$ cat config.mk
export PLATFORM = sky130hd
export DESIGN_NAME = arc_sequencer
export DESIGN_NICKNAME = d
export VERILOG_FILES = /design/src/logic/arc_ms_tick.v /design/src/logic/arc_sequencer.v
export VERILOG_INCLUDE_DIRS = /design/src /design/src/shared
export SDC_FILE = /design/constraint.sdc
export NUM_CORES = 1
export LEC_CHECK = 0
export BUFFER_PORTS_ARGS = -buffer_cell sky130_fd_sc_hd__buf_2
export CAP_MARGIN = 0
export CORE_MARGIN = 5
export CORE_UTILIZATION = 40
export CTS_CLUSTER_SIZE = 20
export DETAILED_ROUTE_END_ITERATION = 10
export PLACE_DENSITY_LB_ADDON = 0.12
export SLEW_MARGIN = 20
export SYNTH_ARGS = -nofsm -noshare
export SYNTH_HDL_FRONTEND = slang
export SYNTH_SLANG_ARGS = --single-unit
$ cat constraint.sdc
create_clock -name ref_clk_i -period 4.1 [get_ports ref_clk_i]
set_input_delay 0.82 -clock ref_clk_i [delete_from_list [all_inputs] [get_ports ref_clk_i]]
set_output_delay 0.82 -clock ref_clk_i [all_outputs]
set_load 0.01 [all_outputs]
$ cat src/shared/arc_regs.vh
`ifndef ARC_REGS_VH
`define ARC_REGS_VH
// register offsets (byte addresses, one word each)
`define ARC_CTRL_OFS       8'h00
`define ARC_STATUS_OFS     8'h04
`define ARC_IRQ_STAT_OFS   8'h08
`define ARC_IRQ_MASK_OFS   8'h0c
`define ARC_DEAD1_OFS      8'h10
`define ARC_DEAD2_OFS      8'h14
`define ARC_RECL1_OFS      8'h18
`define ARC_RECL2_OFS      8'h1c
`define ARC_GRECL_OFS      8'h20
// control field positions
`define ARC_CTRL_SHOT1_EN  0
`define ARC_CTRL_SHOT2_EN  1
`define ARC_CTRL_GR_LOCK   2
`define ARC_CTRL_GR_SKIP   3
`define ARC_CTRL_RESET     4
// reset values
`define ARC_CTRL_RST       32'h0000_0007
`define ARC_DEAD1_RST      32'h0000_00c8
`define ARC_DEAD2_RST      32'h0000_ea60
`define ARC_RECL_RST       32'h0000_2710
`define ARC_GRECL_RST      32'h0000_2710
// timing: 1 ms tick at 40 MHz
`define ARC_CLK_KHZ        40000
`define ARC_TICK_MS        1
`define ARC_TICK_CYC       (`ARC_CLK_KHZ * `ARC_TICK_MS)
// interrupt status bits
`define ARC_EV_START       0
`define ARC_EV_CLOSE       1
`define ARC_EV_LOCKOUT     2
`define ARC_EV_READY       3
`endif

$ cat src/logic/arc_ms_tick.v
`include "arc_regs.vh"
// millisecond tick generator shared by all sequence timers
module arc_ms_tick #(
    parameter integer TICK_CYC = `ARC_TICK_CYC
) (
    // clock and reset
    input  wire ref_clk_i,
    input  wire resetn_i,
    // tick out
    output reg  tick_o
);
    reg [31:0] cnt;

    // one-cycle pulse every TICK_CYC clocks
    always @(posedge ref_clk_i or negedge resetn_i) begin
        if (!resetn_i) begin
            cnt    <= 32'h0000_0000;
            tick_o <= 1'b0;
        end else if (cnt == TICK_CYC - 1) begin
            cnt    <= 32'h0000_0000;
            tick_o <= 1'b1;
        end else begin
            cnt    <= cnt + 32'h0000_0001;
            tick_o <= 1'b0;
        end
    end
endmodule

$ cat src/logic/arc_sequencer.v
`include "arc_regs.vh"
// Overview of operation
// - trip-driven requests start at once, no start or discrimination delay
// - request 2 trip sets active, request2 pending and first attempt together
// - dead time starts once breaker is open and request released
// - dead time expiry raises close request to breaker object
// - close held until breaker closed, then shot reclaim starts
// - request during reclaim with next shot enabled advances to second attempt
// - each shot has its own dead time setting
// - request in last reclaim with no shot left: final trip then lockout
// - lockout ignores requests until reset and breaker closed
// - reclaim expiry drops active flags and starts global reclaim
// - fault during global reclaim may go straight to lockout when set
// - zero-valued reclaim timers are bypassed
// - option skips global reclaim after successful cycle
// - global reclaim expiry returns to ready
// - five prioritised requests, critical request stops reclosing anywhere
// - breaker open or close failure forces lockout
// - lockout cleared by reset input or control reset bit, once breaker closed
module arc_sequencer #(
    parameter integer TICK_CYC = `ARC_TICK_CYC
) (
    // clock and reset
    input  wire        ref_clk_i,
    input  wire        resetn_i,
    // register port
    input  wire [7:0]  reg_addr_i,
    input  wire [31:0] reg_wdata_i,
    input  wire        reg_wr_i,
    input  wire        reg_rd_i,
    output reg  [31:0] reg_rdata_o,
    // protection stage requests (pins)
    input  wire [4:0]  request_input_i,
    input  wire        critical_request_i,
    input  wire        lockout_reset_i,
    // breaker object
    input  wire        breaker_open_i,
    input  wire        breaker_closed_i,
    input  wire        breaker_fail_i,
    output reg         close_request_o,
    // status
    output reg         recloser_active_o,
    output reg         request2_pending_o,
    output reg         first_attempt_active_o,
    output reg         second_attempt_active_o,
    output reg         global_reclaim_active_o,
    output reg         definitive_open_state_o,
    output reg         recloser_lockout_o,
    output reg         irq_o
);
    // states, one-hot
    localparam [6:0] ST_READY = 7'h01;
    localparam [6:0] ST_TRIP  = 7'h02;
    localparam [6:0] ST_DEAD  = 7'h04;
    localparam [6:0] ST_CLOSE = 7'h08;
    localparam [6:0] ST_RECL  = 7'h10;
    localparam [6:0] ST_GRECL = 7'h20;
    localparam [6:0] ST_LOCK  = 7'h40;

    // synchronisers: three stages, change accepted when 2nd and 3rd agree
    localparam integer NSYNC = 10;
    wire [NSYNC-1:0] raw_in = {breaker_fail_i, breaker_closed_i, breaker_open_i,
                               lockout_reset_i, critical_request_i, request_input_i};
    reg  [NSYNC-1:0] s1, s2, s3, clean;
    genvar g;
    generate
        for (g = 0; g < NSYNC; g = g + 1) begin : g_sync
            always @(posedge ref_clk_i or negedge resetn_i) begin
                if (!resetn_i) begin
                    s1[g]    <= 1'b0;
                    s2[g]    <= 1'b0;
                    s3[g]    <= 1'b0;
                    clean[g] <= 1'b0;
                end else begin
                    s1[g] <= raw_in[g];
                    s2[g] <= s1[g];
                    s3[g] <= s2[g];
                    if (s2[g] == s3[g]) begin
                        clean[g] <= s3[g];
                    end
                end
            end
        end
    endgenerate
    wire [4:0] req      = clean[4:0];
    wire       crit     = clean[5];
    wire       lrst_pin = clean[6];
    wire       brk_open = clean[7];
    wire       brk_cls  = clean[8];
    wire       brk_fail = clean[9];
    wire       any_req  = |req;

    // settings registers
    reg [31:0] ctrl, dead1, dead2, recl1, recl2, grecl, irq_stat, irq_mask;
    wire       shot2_en = ctrl[`ARC_CTRL_SHOT2_EN];

    // ms tick shared by every timer
    wire tick;
    arc_ms_tick #(.TICK_CYC(TICK_CYC)) u_tick (
        .ref_clk_i (ref_clk_i),
        .resetn_i  (resetn_i),
        .tick_o    (tick)
    );

    // sequence state
    reg [6:0]  state, next_state;
    reg        shot;          // 0 first, 1 second
    reg [2:0]  req_id;        // highest-priority request that started the run
    reg [31:0] tmr;
    reg        fail_seen;
    wire       sw_reset = reg_wr_i && (reg_addr_i == `ARC_CTRL_OFS)
                          && reg_wdata_i[`ARC_CTRL_RESET];
    wire [31:0] dead_cur = shot ? dead2 : dead1;
    // where a good cycle goes: global reclaim, or straight to ready
    wire [6:0]  gr_next  = (ctrl[`ARC_CTRL_GR_SKIP] || grecl == 32'h0)
                           ? ST_READY : ST_GRECL;
    wire [31:0] recl_cur = shot ? recl2 : recl1;

    // priority encoder, request 1 highest
    reg [2:0] pri;
    always @* begin
        pri = 3'h0;
        if (req[4]) pri = 3'h5;
        if (req[3]) pri = 3'h4;
        if (req[2]) pri = 3'h3;
        if (req[1]) pri = 3'h2;
        if (req[0]) pri = 3'h1;
    end

    // breaker failure: breaker_fail_i is last sync bit
    always @(posedge ref_clk_i or negedge resetn_i) begin
        if (!resetn_i) fail_seen <= 1'b0;
        else           fail_seen <= brk_fail;
    end

    // next-state decisions
    always @* begin
        next_state = state;
        case (state)
            ST_READY: if (any_req) next_state = ST_TRIP;
            ST_TRIP:  if (brk_open && !any_req) next_state = ST_DEAD;
            ST_DEAD:  if (tmr >= dead_cur) next_state = ST_CLOSE;
            ST_CLOSE: if (brk_cls) begin
                          next_state = (recl_cur == 32'h0) ? gr_next : ST_RECL;
                      end
            ST_RECL: begin
                if (any_req) begin
                    next_state = (!shot && shot2_en) ? ST_TRIP : ST_LOCK;
                end else if (tmr >= recl_cur) begin
                    next_state = gr_next;
                end
            end
            ST_GRECL: begin
                if (ctrl[`ARC_CTRL_GR_SKIP] || grecl == 32'h0) begin
                    next_state = ST_READY;
                end else if (any_req && ctrl[`ARC_CTRL_GR_LOCK]) begin
                    next_state = ST_LOCK;
                end else if (any_req) begin
                    next_state = ST_TRIP;
                end else if (tmr >= grecl) begin
                    next_state = ST_READY;
                end
            end
            ST_LOCK: if ((lrst_pin || sw_reset) && brk_cls) next_state = ST_READY;
            default: next_state = ST_READY;
        endcase
        if (state != ST_LOCK && (crit || fail_seen)) begin
            next_state = ST_LOCK;
        end
    end

    // a new run starts from ready, or from global reclaim without lock option
    wire start_seq = (state == ST_READY || state == ST_GRECL) && (next_state == ST_TRIP);
    wire run_next  = (next_state == ST_TRIP) || (next_state == ST_DEAD)
                     || (next_state == ST_CLOSE) || (next_state == ST_RECL);
    reg  next_shot;
    // shot index of the coming cycle, shared by state and attempt flags
    always @* begin
        if (next_state == ST_READY || start_seq) begin
            next_shot = 1'b0;
        end else if (state == ST_RECL && next_state == ST_TRIP) begin
            next_shot = 1'b1;
        end else begin
            next_shot = shot;
        end
    end

    // state, shot index and timer
    always @(posedge ref_clk_i or negedge resetn_i) begin
        if (!resetn_i) begin
            state  <= ST_READY;
            shot   <= 1'b0;
            req_id <= 3'h0;
            tmr    <= 32'h0;
        end else begin
            state <= next_state;
            if (next_state != state) tmr <= 32'h0;
            else if (tick)           tmr <= tmr + 32'h1;
            shot <= next_shot;
            if (start_seq) req_id <= pri;
            else if (next_state == ST_READY) req_id <= 3'h0;
        end
    end

    // outputs, all registered; flags drop when global reclaim, ready or lockout reached
    always @(posedge ref_clk_i or negedge resetn_i) begin
        if (!resetn_i) begin
            close_request_o         <= 1'b0;
            recloser_active_o       <= 1'b0;
            request2_pending_o      <= 1'b0;
            first_attempt_active_o  <= 1'b0;
            second_attempt_active_o <= 1'b0;
            global_reclaim_active_o <= 1'b0;
            definitive_open_state_o <= 1'b0;
            recloser_lockout_o      <= 1'b0;
        end else begin
            close_request_o <= (next_state == ST_CLOSE);
            recloser_active_o <= run_next;
            if (start_seq)
                request2_pending_o <= (pri == 3'h2);
            else if (next_state == ST_GRECL || next_state == ST_LOCK
                     || next_state == ST_READY)
                request2_pending_o <= 1'b0;
            first_attempt_active_o  <= run_next && !next_shot;
            second_attempt_active_o <= run_next && next_shot;
            global_reclaim_active_o <= (next_state == ST_GRECL);
            definitive_open_state_o <= (next_state == ST_LOCK);
            recloser_lockout_o      <= (next_state == ST_LOCK);
        end
    end

    // interrupt events
    wire [3:0] ev;
    assign ev[`ARC_EV_START]   = start_seq;
    assign ev[`ARC_EV_CLOSE]   = (state == ST_CLOSE) && (next_state != ST_CLOSE);
    assign ev[`ARC_EV_LOCKOUT] = (state != ST_LOCK) && (next_state == ST_LOCK);
    assign ev[`ARC_EV_READY]   = (state != ST_READY) && (next_state == ST_READY);

    // register writes; event set wins over write-one clear
    always @(posedge ref_clk_i or negedge resetn_i) begin
        if (!resetn_i) begin
            ctrl     <= `ARC_CTRL_RST;
            dead1    <= `ARC_DEAD1_RST;
            dead2    <= `ARC_DEAD2_RST;
            recl1    <= `ARC_RECL_RST;
            recl2    <= `ARC_RECL_RST;
            grecl    <= `ARC_GRECL_RST;
            irq_stat <= 32'h0;
            irq_mask <= 32'h0;
        end else begin
            if (reg_wr_i) begin
                case (reg_addr_i)
                    `ARC_CTRL_OFS:     ctrl  <= {28'h0, reg_wdata_i[3:0]};
                    `ARC_DEAD1_OFS:    dead1 <= reg_wdata_i;
                    `ARC_DEAD2_OFS:    dead2 <= reg_wdata_i;
                    `ARC_RECL1_OFS:    recl1 <= reg_wdata_i;
                    `ARC_RECL2_OFS:    recl2 <= reg_wdata_i;
                    `ARC_GRECL_OFS:    grecl <= reg_wdata_i;
                    `ARC_IRQ_MASK_OFS: irq_mask <= {28'h0, reg_wdata_i[3:0]};
                    default: ;
                endcase
            end
            irq_stat <= (irq_stat & ~((reg_wr_i && reg_addr_i == `ARC_IRQ_STAT_OFS)
                        ? {28'h0, reg_wdata_i[3:0]} : 32'h0)) | {28'h0, ev};
        end
    end

    // read data one cycle later; unmapped reads zero
    always @(posedge ref_clk_i or negedge resetn_i) begin
        if (!resetn_i) begin
            reg_rdata_o <= 32'h0;
            irq_o       <= 1'b0;
        end else begin
            irq_o <= |(irq_stat & irq_mask);
            if (reg_rd_i) begin
                case (reg_addr_i)
                    `ARC_CTRL_OFS:     reg_rdata_o <= ctrl;
                    `ARC_STATUS_OFS:   reg_rdata_o <= {19'h0, req_id, shot, 2'h0, state};
                    `ARC_IRQ_STAT_OFS: reg_rdata_o <= irq_stat;
                    `ARC_IRQ_MASK_OFS: reg_rdata_o <= irq_mask;
                    `ARC_DEAD1_OFS:    reg_rdata_o <= dead1;
                    `ARC_DEAD2_OFS:    reg_rdata_o <= dead2;
                    `ARC_RECL1_OFS:    reg_rdata_o <= recl1;
                    `ARC_RECL2_OFS:    reg_rdata_o <= recl2;
                    `ARC_GRECL_OFS:    reg_rdata_o <= grecl;
                    default:           reg_rdata_o <= 32'h0;
                endcase
            end else begin
                reg_rdata_o <= 32'h0;
            end
        end
    end
endmodule

==> reports/metrics.cfg <==
[clock_tree]
cts_max_level = 2
clkSinkCount = 329
tritoncts = done
clk_pin_slew_ns = 0.06
numCtsBuffers = 38
cts_root_buf = clkbuf_16
clk-insertion-delay-late_ns = 0.56
hold_buffers = 0
cts_buffer_depth = 3

[timing]
fin_tns_setup_ns = 0
worst_slew_margin_rel_pct = 41.2
setup_violations = 0
clock-skew-final_ns = 0.0191
worstMarginPinSlew_ns = 0.875
fmax_mhz = 266
final_max_slew_viol_count = 0
finalHoldViolations = 0
final.period_utilization_pct = 91.8
post-route-min-period_ns = 3.76
rsz0062_at_grt = false

[finish]
num-fill-cells = 3983
nets = 1770
n_antenna_cell = 0
fin_cells = 2231
drive_gt1_share_pct = 28.2
final_util_pct = 46.5
syn_to_final_growth_pct = 15.2

[worst_setup_path]
slowest_delay_ns = 0.61
cpMaxStageDelayCell = dfrtp_4
path_cells = buf_12, buf_4, mux2i_1, ha_1, nand4_1, nor4_1, o21ai_0, o21ai_0, nand4_1, o211ai_4, buf_12, nor3_2
critical_path_peak_fanout = 32
crit_end = tmr[19]$_DFFE_PN0P_
endpoint_kind = flip-flop
critical_path_class = reg2reg
crit_start = shot$_DFF_PN0_
r2r_end = tmr[19]$_DFFE_PN0P_
path_delay_family = simple AND/OR/NAND/NOR gates
cp-start-kind = flip-flop
rr_startpoint = shot$_DFF_PN0_
worst-path-stages = 12
critPathRequiredTime_ns = 4.52
critical_path_buf_inv_count = 3
reg2regPathDepth = 12
r2r_setup_slack_ns = 0.34
critical_path_arrival_ns = 4.19

[yosys]
synth_edf_count = 0
synth.distinct_cells = 73
synth_ff_type = dfrtp_1
synth_seq_area_share_pct = 47.7
postSynthAreaPerCell_um2 = 11.4
ys_ff_latch = 329
synth_area_leaders = dfrtp_1 43%, mux2_2 13%, ha_1 7.1%, dfstp_2 4.4%, mux2i_1 3.6%
synth_top_cell_area_share_pct = 43.3
synthArstFlopShare_pct = 100
yosys.area.top_type = dfrtp_1
synth_nets = 1668
syn-cell-area_um2 = 17300
postSynthCellCount = 1516
ys_warn_count = 0

[drt]
drt-initial-drc-count = 896
ant_nets = 0
drt-pass1-iter-count = 6
vias_per_cell = 5.80
drcViolationCount = 0
vias = 12900
wl_per_cell_um = 23.5
wirelength_um = 52500

[die]
die_h_um = 218
core_um2 = 43000
die-area_um2 = 47600
start_util_pct = 40.4
ios = 95
fp-row-count = 76
die_w_um = 218

[grt]
grt_pass1_vias = 13200
grt_pass1_wl_um = 81200
grt_max_degree = 101
grt_antenna_before_repair = 0
grt_use_total_pct = 22.0
grt_overflow = 0

[placement]
dp_cells = 2163
hpwl_um = 37000
io_buffers = 94
globalplace.congestion = 0.887

[hold_path]
holdCritPathClass = in2async

[run_status]
outcome = finished clean

[pwr]
vdd_drop_max_mv = 0.294
leakagePower_nw = 8.95
power_density_nw_per_um2 = 417

[flow_run]
drv_cap = 0

[repair_timing]
item,4_1_cts,5_1_grt
setup buffers,0,0
setup endpoints to repair,0,17
gates resized for setup,0,1
[kinds of logic after synthesis]
family	Yosys count	share of synthesized area [%]
xor+xnor	60	3.03
fa+ha+maj	108	7.65
simple gates	398	12.6
flops	329	47.7
buf+inv	113	2.69
compound gates	252	10.1
mux	256	16.2
[per-stage QoR]
step	power (W)	hold WS, ns	setup WS [ns]	cell area, um2
finish	0.00834	0.219	0.336	20000
global route	0.00867	0.247	0.0612	20000
CTS	0.00843	0.219	0.315	20000
detailed placement	0.00485	0.335	0.335	18700
global placement	0.00483	0.334	0.447	18700
floorplan	0.00437	0.331	0.164	17300
[how the worst min path moves through the flow]
stage	startpoint	to	slack (ns)	cells after the start
after floorplan	s1[0]$_DFF_PN0_	s2[0]$_DFF_PN0_	0.33	0
after global placement	s1[3]$_DFF_PN0_	s2[3]$_DFF_PN0_	0.33	0
after detailed placement	s1[2]$_DFF_PN0_	s2[2]$_DFF_PN0_	0.33	0
after CTS	resetn_i	dead1[14]$_DFFE_PN0P_	0.22	1
after global routing	resetn_i	recl1[17]$_DFFE_PN0P_	0.25	1
final	resetn_i	recl1[17]$_DFFE_PN0P_	0.22	1
[registers in the layout (all words and copies together) (netlist names), 10 cells and up]
name         flops
dead1           32
dead2           32
grecl           32
recl1           32
recl2           32
reg_rdata_o     32
s1              10
s2              10
s3              10
tmr             32
u_tick.cnt      32
[cells in the mapped netlist, drive strengths merged (6+ instances only)]
cell type	number
nand2b	10
nand4	36
o211ai	9
maj3	10
and2	6
a21o	14
mux2i	62
nor3	57
a31oi	15
and3	22
nor4	33
o21ai	38
a222oi	11
xor2	22
ha	98
mux2	194
buf	29
xnor2	38
nand3	46
dfstp	29
a21oi	53
a211oi	11
inv	45
nor2	58
nand2	94
clkbuf	39
dfrtp	300
and4	6
a22oi	60
[power by group]
group	internal (W)	switching, W	leakage (nW)
combinational	0.000426	0.000772	4.00
clock	0.00215	0.00140	0.628
sequential	0.00340	0.000190	4.33
[layer usage]
layer  GRT usage [%]  routed length [um]
met1            31.1               23800
met2            35.0               24100
met3            3.34                3000
met4            7.28                1650
met5               0                   0
[final cells by class]
type	instances	area, um2	share of cell area, %
tap	585	732	3.66
sequential	329	8270	41.4
timing repair buffer	130	838	4.20
multi-input combinational	1074	8660	43.4
inverter	45	169	0.846
clock buffer	53	1110	5.56
clock inverter	15	189	0.946
[cells in the final DEF, fill, tap and decap left out, types with 29 or more instances in the layout]
master       n
buf_4       29
a22oi_1     59
o21ai_0     35
mux2i_1     62
nand2_1     91
clkbuf_16   41
buf_2       93
nand4_1     36
nor4_1      32
ha_1        98
nor2_1      55
inv_1       45
dfrtp_1    299
mux2_2     194
nor3_2      33
a21oi_1     53
xnor2_1     38
nand3_1     46
dfstp_2     29
Power figures use the tool's default switching activity.
